## src/gpei_pkg.sv

```systemverilog
// Shared constants and types for the GPIO port with edge interrupt controller.
`default_nettype none
package gpei_pkg;
  // Port geometry.
  localparam int NUM_PINS  = 16;
  localparam int NUM_LINES = 24;
  localparam int PIN_LINES = 16;
  localparam int INT_LINES = 8;
  localparam int AF_SRCS   = 4;
  localparam int SEL_W     = 4;

  // Register byte offsets on the APB bus.
  localparam logic [7:0] OFS_MODE  = 8'h00;
  localparam logic [7:0] OFS_OTYPE = 8'h04;
  localparam logic [7:0] OFS_PULL  = 8'h08;
  localparam logic [7:0] OFS_IDR   = 8'h0C;
  localparam logic [7:0] OFS_ODR   = 8'h10;
  localparam logic [7:0] OFS_AFMAP = 8'h14;
  localparam logic [7:0] OFS_LOCK  = 8'h18;
  localparam logic [7:0] OFS_RISE  = 8'h20;
  localparam logic [7:0] OFS_FALL  = 8'h24;
  localparam logic [7:0] OFS_IEN   = 8'h28;
  localparam logic [7:0] OFS_EEN   = 8'h2C;
  localparam logic [7:0] OFS_PEND  = 8'h30;
  localparam logic [7:0] OFS_PCLR  = 8'h34;
  localparam logic [7:0] OFS_SRC0  = 8'h38;
  localparam logic [7:0] OFS_SRC1  = 8'h3C;

  // Two-bit pin mode and pull field codes.
  localparam logic [1:0] MODE_IN   = 2'h0;
  localparam logic [1:0] MODE_OUT  = 2'h1;
  localparam logic [1:0] MODE_AF   = 2'h2;
  localparam logic [1:0] MODE_ANA  = 2'h3;
  localparam logic [1:0] PULL_UP   = 2'h1;
  localparam logic [1:0] PULL_DN   = 2'h2;

  // Lock key words, written in this order to the lock register.
  localparam logic [31:0] LOCK_KEY1 = 32'h0000005A;
  localparam logic [31:0] LOCK_KEY2 = 32'h000000A5;

  // Reset values.
  localparam logic [31:0] RST_WORD  = 32'h00000000;
  localparam logic [23:0] RST_LINES = 24'h000000;
  localparam logic [15:0] RST_PINS  = 16'h0000;

  // Output refresh rate: least refresh period rounds up to whole cycles.
  localparam longint CLK_HZ     = 125_000_000;
  localparam longint TOGGLE_HZ  = 16_000_000;
  localparam int     TOGGLE_CYC = int'((CLK_HZ + TOGGLE_HZ - 1) / TOGGLE_HZ);

  // Lock sequencer states.
  typedef enum logic [2:0] {
    LK_OPEN   = 3'b001,
    LK_ARMED  = 3'b010,
    LK_LOCKED = 3'b100
  } gpei_lock_t;
endpackage
`default_nettype wire

```

## src/gpei_edge_if.sv

```systemverilog
// Carrier between the port register file and the edge interrupt controller.
`default_nettype none
interface gpei_edge_if;
  logic [gpei_pkg::NUM_LINES-1:0] lines;
  logic [gpei_pkg::NUM_LINES-1:0] rise;
  logic [gpei_pkg::NUM_LINES-1:0] fall;
  logic [gpei_pkg::NUM_LINES-1:0] ien;
  logic [gpei_pkg::NUM_LINES-1:0] een;
  logic [gpei_pkg::NUM_LINES-1:0] clr;
  logic [gpei_pkg::NUM_LINES-1:0] pend;
  logic [gpei_pkg::NUM_LINES-1:0] evt;
  logic                           irq;

  modport ctl (input lines, rise, fall, ien, een, clr, output pend, evt, irq);
  modport cfg (output lines, rise, fall, ien, een, clr, input pend, evt, irq);
endinterface
`default_nettype wire

```

## src/gpei_port.sv

```systemverilog
// GPIO port with remap, configuration lock and edge interrupt controller.
//
// The implementer's own choices: the APB register port and the placing of the registers.
`default_nettype none
module gpei_port #(
  parameter int NUM_PORTS = 8
) (
  input  wire logic                                     pclk,
  input  wire logic                                     presetn,
  input  wire logic                                     psel,
  input  wire logic                                     penable,
  input  wire logic                                     pwrite,
  input  wire logic [7:0]                               paddr,
  input  wire logic [31:0]                              pwdata,
  output var  logic [31:0]                              prdata,
  output var  logic                                     pready,
  output var  logic                                     pslverr,
  input  wire logic [gpei_pkg::NUM_PINS-1:0]            pin_in,
  output var  logic [gpei_pkg::NUM_PINS-1:0]            pin_out,
  output var  logic [gpei_pkg::NUM_PINS-1:0]            pin_oe_n,
  output var  logic [gpei_pkg::NUM_PINS-1:0]            pin_pu,
  output var  logic [gpei_pkg::NUM_PINS-1:0]            pin_pd,
  input  wire logic [gpei_pkg::AF_SRCS*gpei_pkg::NUM_PINS-1:0] af_src,
  input  wire logic [(NUM_PORTS-1)*gpei_pkg::NUM_PINS-1:0]     other_ports,
  input  wire logic [gpei_pkg::INT_LINES-1:0]           int_evt,
  output var  logic [gpei_pkg::NUM_LINES-1:0]           evt_out,
  output var  logic                                     irq
);
  localparam int NP = gpei_pkg::NUM_PINS;
  localparam int NL = gpei_pkg::NUM_LINES;

  logic [31:0]           mode_ff;
  logic [NP-1:0]         otype_ff;
  logic [31:0]           pull_ff;
  logic [NP-1:0]         odr_ff;
  logic [31:0]           afmap_ff;
  logic [NP-1:0]         idr_ff;
  logic [NL-1:0]         rise_ff;
  logic [NL-1:0]         fall_ff;
  logic [NL-1:0]         ien_ff;
  logic [NL-1:0]         een_ff;
  logic [63:0]           src_ff;
  gpei_pkg::gpei_lock_t  lock_ff;
  logic [31:0]           prdata_ff;
  logic                  pready_ff;
  logic                  pslverr_ff;
  logic [NP-1:0]         pin_out_ff;
  logic [NP-1:0]         pin_oe_n_ff;
  logic [NP-1:0]         pin_pu_ff;
  logic [NP-1:0]         pin_pd_ff;

  logic [31:0]           nxt_mode;
  logic [NP-1:0]         nxt_otype;
  logic [31:0]           nxt_pull;
  logic [NP-1:0]         nxt_odr;
  logic [31:0]           nxt_afmap;
  logic [NP-1:0]         nxt_idr;
  logic [NL-1:0]         nxt_rise;
  logic [NL-1:0]         nxt_fall;
  logic [NL-1:0]         nxt_ien;
  logic [NL-1:0]         nxt_een;
  logic [63:0]           nxt_src;
  gpei_pkg::gpei_lock_t  nxt_lock;
  logic [31:0]           nxt_prdata;
  logic                  nxt_pready;
  logic                  nxt_pslverr;
  logic [NP-1:0]         nxt_pin_out;
  logic [NP-1:0]         nxt_pin_oe_n;
  logic [NP-1:0]         nxt_pin_pu;
  logic [NP-1:0]         nxt_pin_pd;

  logic                  wr_en;
  logic                  locked;
  logic                  tick;
  logic [NP*NUM_PORTS-1:0] all_ports;

  gpei_edge_if eif ();

  gpei_edge_ctl u_edge (
    .pclk    (pclk),
    .presetn (presetn),
    .eif     (eif)
  );

  // Output refresh strobe bounds the toggle rate seen at the pins.
  gpei_rate_div #(
    .DIV (gpei_pkg::TOGGLE_CYC)
  ) u_div (
    .pclk    (pclk),
    .presetn (presetn),
    .tick    (tick)
  );

  // A write takes effect on the access edge where pready is high.
  assign wr_en  = psel && penable && pwrite && pready_ff;
  assign locked = (lock_ff == gpei_pkg::LK_LOCKED);
  assign all_ports = {other_ports, idr_ff};

  // Per pin output, enable and pull computation.
  genvar i;
  generate
    for (i = 0; i < NP; i++)
    begin : g_pin
      logic [1:0] m;
      logic [1:0] sel;
      logic       val;
      logic       drv;
      assign m   = mode_ff[2*i +: 2];
      assign sel = afmap_ff[2*i +: 2];
      assign val = (m == gpei_pkg::MODE_AF) ? af_src[32'(sel)*NP + i] : odr_ff[i];
      assign drv = (m == gpei_pkg::MODE_OUT) || (m == gpei_pkg::MODE_AF);
      // Open drain only ever pulls low; a high level releases the pin.
      assign nxt_pin_out[i]  = tick ? (val && !otype_ff[i]) : pin_out_ff[i];
      assign nxt_pin_oe_n[i] = tick ? !(drv && (!otype_ff[i] || !val))
                                    : pin_oe_n_ff[i];
      assign nxt_pin_pu[i]   = (m == gpei_pkg::MODE_IN) &&
                               (pull_ff[2*i +: 2] == gpei_pkg::PULL_UP);
      assign nxt_pin_pd[i]   = (m == gpei_pkg::MODE_IN) &&
                               (pull_ff[2*i +: 2] == gpei_pkg::PULL_DN);
      // Analog pins read as zero; their edge lines can see an edge only when the mode switches into or out of analog.
      assign nxt_idr[i]      = (m != gpei_pkg::MODE_ANA) && pin_in[i];
    end
  endgenerate

  // Source selection of the pin lines; an out of range port reads zero.
  genvar l;
  generate
    for (l = 0; l < gpei_pkg::PIN_LINES; l++)
    begin : g_src
      logic [3:0] ps;
      assign ps = src_ff[4*l +: 4];
      assign eif.lines[l] = (32'(ps) < NUM_PORTS) ?
                            all_ports[32'(ps)*NP + l] : 1'b0;
    end
  endgenerate

  assign eif.lines[NL-1:gpei_pkg::PIN_LINES] = int_evt;
  assign eif.rise = rise_ff;
  assign eif.fall = fall_ff;
  assign eif.ien  = ien_ff;
  assign eif.een  = een_ff;
  assign eif.clr  = (wr_en && paddr == gpei_pkg::OFS_PCLR) ? pwdata[NL-1:0]
                                                           : gpei_pkg::RST_LINES;

  // Register writes and the lock sequencer. Lock freezes mode and remap.
  always_comb
  begin
    nxt_mode  = mode_ff;
    nxt_otype = otype_ff;
    nxt_pull  = pull_ff;
    nxt_odr   = odr_ff;
    nxt_afmap = afmap_ff;
    nxt_rise  = rise_ff;
    nxt_fall  = fall_ff;
    nxt_ien   = ien_ff;
    nxt_een   = een_ff;
    nxt_src   = src_ff;
    nxt_lock  = lock_ff;
    if (wr_en)
    begin
      case (paddr)
        gpei_pkg::OFS_MODE:  if (!locked) nxt_mode = pwdata;
        gpei_pkg::OFS_OTYPE: nxt_otype = pwdata[NP-1:0];
        gpei_pkg::OFS_PULL:  nxt_pull = pwdata;
        gpei_pkg::OFS_ODR:   nxt_odr = pwdata[NP-1:0];
        gpei_pkg::OFS_AFMAP: if (!locked) nxt_afmap = pwdata;
        gpei_pkg::OFS_RISE:  nxt_rise = pwdata[NL-1:0];
        gpei_pkg::OFS_FALL:  nxt_fall = pwdata[NL-1:0];
        gpei_pkg::OFS_IEN:   nxt_ien = pwdata[NL-1:0];
        gpei_pkg::OFS_EEN:   nxt_een = pwdata[NL-1:0];
        gpei_pkg::OFS_SRC0:  nxt_src[31:0] = pwdata;
        gpei_pkg::OFS_SRC1:  nxt_src[63:32] = pwdata;
        gpei_pkg::OFS_LOCK:
        begin
          case (lock_ff)
            gpei_pkg::LK_OPEN:
              nxt_lock = (pwdata == gpei_pkg::LOCK_KEY1) ? gpei_pkg::LK_ARMED
                                                         : gpei_pkg::LK_OPEN;
            gpei_pkg::LK_ARMED:
              nxt_lock = (pwdata == gpei_pkg::LOCK_KEY2) ? gpei_pkg::LK_LOCKED
                                                         : gpei_pkg::LK_OPEN;
            gpei_pkg::LK_LOCKED: nxt_lock = gpei_pkg::LK_LOCKED;
            default:             nxt_lock = gpei_pkg::LK_OPEN;
          endcase
        end
        default: nxt_lock = lock_ff;
      endcase
    end
  end

  // Read data and error are prepared in the setup cycle: zero wait states.
  always_comb
  begin
    nxt_pready  = psel && !penable;
    nxt_prdata  = 32'h00000000;
    nxt_pslverr = 1'b0;
    case (paddr)
      gpei_pkg::OFS_MODE:  nxt_prdata = mode_ff;
      gpei_pkg::OFS_OTYPE: nxt_prdata = {16'h0000, otype_ff};
      gpei_pkg::OFS_PULL:  nxt_prdata = pull_ff;
      gpei_pkg::OFS_IDR:   nxt_prdata = {16'h0000, idr_ff};
      gpei_pkg::OFS_ODR:   nxt_prdata = {16'h0000, odr_ff};
      gpei_pkg::OFS_AFMAP: nxt_prdata = afmap_ff;
      gpei_pkg::OFS_LOCK:  nxt_prdata = {31'h00000000, locked};
      gpei_pkg::OFS_RISE:  nxt_prdata = {8'h00, rise_ff};
      gpei_pkg::OFS_FALL:  nxt_prdata = {8'h00, fall_ff};
      gpei_pkg::OFS_IEN:   nxt_prdata = {8'h00, ien_ff};
      gpei_pkg::OFS_EEN:   nxt_prdata = {8'h00, een_ff};
      gpei_pkg::OFS_PEND:  nxt_prdata = {8'h00, eif.pend};
      gpei_pkg::OFS_PCLR:  nxt_prdata = 32'h00000000;
      gpei_pkg::OFS_SRC0:  nxt_prdata = src_ff[31:0];
      gpei_pkg::OFS_SRC1:  nxt_prdata = src_ff[63:32];
      default:             nxt_pslverr = 1'b1;
    endcase
    if (!(psel && !penable))
    begin
      nxt_prdata  = prdata_ff;
      nxt_pslverr = pslverr_ff;
    end
  end

  // All state registers.
  always_ff @(posedge pclk or negedge presetn)
  begin
    if (!presetn)
    begin
      mode_ff     <= gpei_pkg::RST_WORD;
      otype_ff    <= gpei_pkg::RST_PINS;
      pull_ff     <= gpei_pkg::RST_WORD;
      odr_ff      <= gpei_pkg::RST_PINS;
      afmap_ff    <= gpei_pkg::RST_WORD;
      idr_ff      <= gpei_pkg::RST_PINS;
      rise_ff     <= gpei_pkg::RST_LINES;
      fall_ff     <= gpei_pkg::RST_LINES;
      ien_ff      <= gpei_pkg::RST_LINES;
      een_ff      <= gpei_pkg::RST_LINES;
      src_ff      <= {gpei_pkg::RST_WORD, gpei_pkg::RST_WORD};
      lock_ff     <= gpei_pkg::LK_OPEN;
      prdata_ff   <= gpei_pkg::RST_WORD;
      pready_ff   <= 1'b0;
      pslverr_ff  <= 1'b0;
      pin_out_ff  <= gpei_pkg::RST_PINS;
      pin_oe_n_ff <= ~gpei_pkg::RST_PINS;
      pin_pu_ff   <= gpei_pkg::RST_PINS;
      pin_pd_ff   <= gpei_pkg::RST_PINS;
    end
    else
    begin
      mode_ff     <= nxt_mode;
      otype_ff    <= nxt_otype;
      pull_ff     <= nxt_pull;
      odr_ff      <= nxt_odr;
      afmap_ff    <= nxt_afmap;
      idr_ff      <= nxt_idr;
      rise_ff     <= nxt_rise;
      fall_ff     <= nxt_fall;
      ien_ff      <= nxt_ien;
      een_ff      <= nxt_een;
      src_ff      <= nxt_src;
      lock_ff     <= nxt_lock;
      prdata_ff   <= nxt_prdata;
      pready_ff   <= nxt_pready;
      pslverr_ff  <= nxt_pslverr;
      pin_out_ff  <= nxt_pin_out;
      pin_oe_n_ff <= nxt_pin_oe_n;
      pin_pu_ff   <= nxt_pin_pu;
      pin_pd_ff   <= nxt_pin_pd;
    end
  end

  assign prdata   = prdata_ff;
  assign pready   = pready_ff;
  assign pslverr  = pslverr_ff;
  assign pin_out  = pin_out_ff;
  assign pin_oe_n = pin_oe_n_ff;
  assign pin_pu   = pin_pu_ff;
  assign pin_pd   = pin_pd_ff;
  assign evt_out  = eif.evt;
  assign irq      = eif.irq;
endmodule
`default_nettype wire

```

## src/gpei_rate_div.sv

```systemverilog
// Divider that gives a one-cycle enable pulse every DIV clock cycles.
`default_nettype none
module gpei_rate_div #(
  parameter int DIV = 8
) (
  input  wire logic pclk,
  input  wire logic presetn,
  output var  logic tick
);
  logic [15:0] cnt_ff;
  logic [15:0] nxt_cnt;
  logic        tick_ff;
  logic        nxt_tick;

  // Count down and pulse when the count wraps.
  always_comb
  begin
    nxt_tick = (cnt_ff == 16'h0000);
    nxt_cnt  = nxt_tick ? 16'(DIV - 1) : cnt_ff - 16'h0001;
  end

  always_ff @(posedge pclk or negedge presetn)
  begin
    if (!presetn)
    begin
      cnt_ff  <= 16'h0000;
      tick_ff <= 1'b0;
    end
    else
    begin
      cnt_ff  <= nxt_cnt;
      tick_ff <= nxt_tick;
    end
  end

  assign tick = tick_ff;
endmodule
`default_nettype wire

```

## src/gpei_edge_ctl.sv

```systemverilog
// Edge detector lines with pending flags, event pulses and interrupt output.
`default_nettype none
module gpei_edge_ctl (
  input  wire logic pclk,
  input  wire logic presetn,
  gpei_edge_if.ctl  eif
);
  localparam int N = gpei_pkg::NUM_LINES;

  logic [N-1:0] prev_ff;
  logic [N-1:0] pend_ff;
  logic [N-1:0] evt_ff;
  logic         irq_ff;
  logic         armed_ff;
  logic [N-1:0] hit;
  logic [N-1:0] nxt_pend;
  logic [N-1:0] nxt_evt;
  logic         nxt_irq;

  // Each line is compared with its value one pclk earlier, so a pulse of a
  // single pclk cycle, far shorter than a divided peripheral clock, is seen.
  genvar k;
  generate
    for (k = 0; k < N; k++)
    begin : g_line
      assign hit[k] = armed_ff &&
        ((eif.rise[k] && eif.lines[k] && !prev_ff[k]) ||
         (eif.fall[k] && !eif.lines[k] && prev_ff[k]));
    end
  endgenerate

  // A new edge wins over a clear in the same cycle.
  always_comb
  begin
    nxt_pend = (pend_ff & ~eif.clr) | hit;
    nxt_evt  = hit & eif.een;
    nxt_irq  = |(nxt_pend & eif.ien);
  end

  // The first cycle after reset only primes the history, so a line already
  // high at reset does not look like a rising edge.
  always_ff @(posedge pclk or negedge presetn)
  begin
    if (!presetn)
    begin
      prev_ff  <= gpei_pkg::RST_LINES;
      pend_ff  <= gpei_pkg::RST_LINES;
      evt_ff   <= gpei_pkg::RST_LINES;
      irq_ff   <= 1'b0;
      armed_ff <= 1'b0;
    end
    else
    begin
      prev_ff  <= eif.lines;
      pend_ff  <= nxt_pend;
      evt_ff   <= nxt_evt;
      irq_ff   <= nxt_irq;
      armed_ff <= 1'b1;
    end
  end

  assign eif.pend = pend_ff;
  assign eif.evt  = evt_ff;
  assign eif.irq  = irq_ff;
endmodule
`default_nettype wire

```

## config.mk

```make
export PLATFORM = sky130hd
export DESIGN_NAME = gpei_port
export DESIGN_NICKNAME = d
export VERILOG_FILES = /design/src/gpei_pkg.sv /design/src/gpei_edge_if.sv /design/src/gpei_port.sv /design/src/gpei_rate_div.sv /design/src/gpei_edge_ctl.sv
export SDC_FILE = /design/constraint.sdc
export NUM_CORES = 1
export LEC_CHECK = 0
export ABC_AREA = 1
export BUFFER_PORTS_ARGS = -buffer_cell sky130_fd_sc_hd__buf_4
export CAP_MARGIN = 20
export CORE_ASPECT_RATIO = 0.6
export CORE_UTILIZATION = 41
export CTS_BUF_LIST = sky130_fd_sc_hd__clkbuf_4 sky130_fd_sc_hd__clkbuf_8
export CTS_CLUSTER_SIZE = 24
export DETAILED_ROUTE_END_ITERATION = 8
export SETUP_SLACK_MARGIN = 0.2
export SYNTH_ARGS = -nofsm -noshare
export SYNTH_HDL_FRONTEND = slang
export SYNTH_SLANG_ARGS = --single-unit
```

## constraint.sdc

```tcl
create_clock -name pclk -period 2.6 [get_ports pclk]
set_input_delay 0 -clock pclk [delete_from_list [all_inputs] [get_ports pclk]]
set_output_delay 0 -clock pclk [all_outputs]
set_load 0.02 [all_outputs]
```

==> results_dict.tcl <==
set metrics [dict create \
    status "finished, violations left" \
    violations "hold timing" \
    antenna_found_initial 5 \
    place_worst_setup_slack_ns 0.3647 \
    setup_violations 0 \
    synth_flop_cell "dfrtp_1" \
    grt_use_total 0.3251 \
    post-place-cells 3925 \
    clk_pin_slew_ns 0.06 \
    ir_drop_mv 0.3575 \
    yosysMostFrequentCell "nand2_1" \
    start_util 0.4169 \
    clk_path_buf_depth 3 \
    fin_skew_ns 0.04257 \
    crit_family "simple AND/OR/NAND/NOR gates" \
    netlist.area_leader.share 0.5126 \
    fin_crit_ns 2.338 \
    endpoint_kind "register" \
    slew_headroom 0.2737 \
    synth_area_leaders "dfrtp_1, nand2_1, o21ai_0" \
    grt_pass1_wl_um 139300 \
    final_util 0.5527 \
    stdcell_count 4260 \
    place.gp.congestion 0.9916 \
    critPathBufInv 3 \
    tritoncts "yes" \
    vias 22870 \
    clk_latency_ns 0.67 \
    totalWireLength_um 94970 \
    io_pins 368 \
    hpwl_um 69970 \
    drt_iter0_drc 2654 \
    synth_top_area_cell "dfrtp_1" \
    fp.dieW_um 310.3 \
    overflow 0 \
    rsz0062_at_grt "yes" \
    final-hold-violation-count 1 \
    post-route-drc-count 0 \
    crit_chain "inv_4, nand2_1, nand2_1, nand2_1, nand3_1, dlygate4sd3_1, nand4_1, nand3_1, nand2_1, nand2_1, nand2_1, inv_1, nand2_1, nor2_4, nand3_1" \
    synth_common_cells "nand2_1, dfrtp_1, o21ai_0" \
    crit_arrival_ns 2.85 \
    synthDistinctLibCells 47 \
    cap_violations 0 \
    cpPeakStageDelay_ns 0.57 \
    hp-class "input port to register" \
    cp.required_ns 3.12 \
    synth_area_um2 23380 \
    ys_seq_area_frac 0.5317 \
    nets 3733 \
    cp_slowest_cell "dlygate4sd3_1" \
    worstSetupPathType "register to register" \
    cts_num_sinks 496 \
    die_h_um 187.0 \
    cts_buffers 78 \
    synth_edf_count 0 \
    min_period_over_period 0.8993 \
    setup_total_negative_slack_ns 0 \
    syn_inst 2834 \
    hold_ws_ns -0.1281 \
    crit_fanout 6 \
    core_area_um2 56080 \
    dr.pass1.iters 6 \
    io_buffers 367 \
    worstMarginPinSlew_ns 1.088 \
    yosysWarnings 0 \
    htree_levels 3 \
    ant_nets 0 \
    power_density_nw_per_um2 530.5 \
    syn_avg_cell_area_um2 8.251 \
    vias_per_cell 5.368 \
    power_mw 16.44 \
    synth_nets 3129 \
    async_reset_ff_frac 1.000 \
    leakage_nw 14.59 \
    critPathMostFrequentCell "nand2_1" \
    dieArea_um2 58020 \
    grt_max_degree 100 \
    grt_pass1_vias 22150 \
    wire_per_inst_um 22.29 \
    clockRootBuffer "clkbuf_8" \
    drv_slew 0 \
    fin_ws_ns 0.2618 \
    drive_gt1_frac 0.1891 \
    dpl_cell_area_um2 27300 \
    start_kind "register" \
    fmax_mhz 427.7 \
    ys_ff_latch 496 \
    core.rowCount 67 \
    fin_area_um2 31000 \
    area_delta_synth_final_pct 32.57 \
]
[registers in the layout (all words and copies together), names as in the netlist, 3 cells and up]
register / cells
afmap_ff: 32
een_ff: 24
eif.fall: 24
eif.ien: 24
eif.rise: 24
idr_ff: 16
lock_ff: 3
mode_ff: 32
odr_ff: 16
otype_ff: 16
pin_oe_n: 16
pin_out: 16
pin_pd: 16
pin_pu: 16
prdata: 32
pull_ff: 32
src_ff: 64
u_div.cnt_ff: 16
u_edge.eif.evt: 24
u_edge.eif.pend: 24
u_edge.prev_ff: 24
[path summary, 6_finish.rpt]
kind                                  from              end  slack (ns)  depth (start not counted)
setup / recovery                src_ff[40]   u_edge.eif.irq        0.26                         15
hold / removal                   af_src[4]      pin_oe_n[4]       -0.13                          7
setup reg to reg                src_ff[40]   u_edge.eif.irq        0.26                         15
hold reg to reg            u_div.cnt_ff[0]  u_div.cnt_ff[0]        0.44                          1
max in group asynchronous          presetn       prdata[16]        1.38                          4
min in group asynchronous          presetn      pin_oe_n[1]        0.54                          3
[repair_timing]
action,CTS,global route
hold endpoints to repair,883,3
setup buffers,0,2
resized for setup,0,18
hold buffers,190,3
setup endpoints to repair,0,7
[logic make-up (layout without fill, tap and decap cells)]
logic type / count (synthesis) / count (layout) / synth area share
other cells: 1 / 2 / 0.0001604
fa+ha+maj: 50 / 50 / 0.02676
buf+inv: 471 / 1137 / 0.07770
simple gates: 1170 / 1170 / 0.2092
flops: 496 / 496 / 0.5317
compound gates: 639 / 639 / 0.1519
xor+xnor: 7 / 7 / 0.002622
[layer usage]
layer	part of all wire	GRT usage
met3	0.12	0.1089
met2	0.43	0.4742
met4	0.025	0.08924
met1	0.43	0.4593
met5	0.00029	0
[worst register-to-register path: cells and delay by family, from the launching register on]
family / cells / cell delay, ns
simple gates: 12 / 1.04
buf+inv: 3 / 0.71
flops: 1 / 0.46
[cell type report]
class,instances,area [µm²]
diodes,1,2.502
clock buffers,129,1607
clock inverters,13,115.1
fillers,5191,25090
inverters,355,1335
multi-input cells,1867,9164
flip-flops and latches,496,12440
well taps,759,949.7
repair buffers,640,5380
[cell usage in the layout (no fill, tap or decap), types with 3 or more instances in the layout]
cell	Yosys	final
nand4_1	30	30
inv_1	348	345
a31oi_1	32	31
o211ai_1	11	11
clkinv_2	0	6
nand2_2	1	4
nand2_4	3	3
o21ai_1	19	20
nor4_1	8	8
dlygate4sd3_1	0	189
buf_12	0	6
dfstp_2	17	17
nor3_1	24	24
o22ai_1	54	54
clkbuf_8	0	102
clkbuf_4	0	27
inv_2	6	8
a221oi_1	44	44
a21oi_1	43	43
a211oi_1	9	9
nor2_4	5	6
nand2_1	668	665
dfrtp_2	0	9
o21ai_0	418	417
ha_1	50	50
xor2_1	4	4
dfrtp_1	479	470
xnor2_1	3	3
nand3_2	5	6
nor2_2	9	11
nand3_1	122	121
nand3b_1	15	15
nor2_1	271	268
buf_4	3	443
[power by group]
part	switching (mW)	total [mW]	internal, mW
clock	3.35	7.37	4.02
combinational	0.666	1.21	0.543
sequential	0.0758	7.86	7.79
Power figures use the tool's default switching activity.
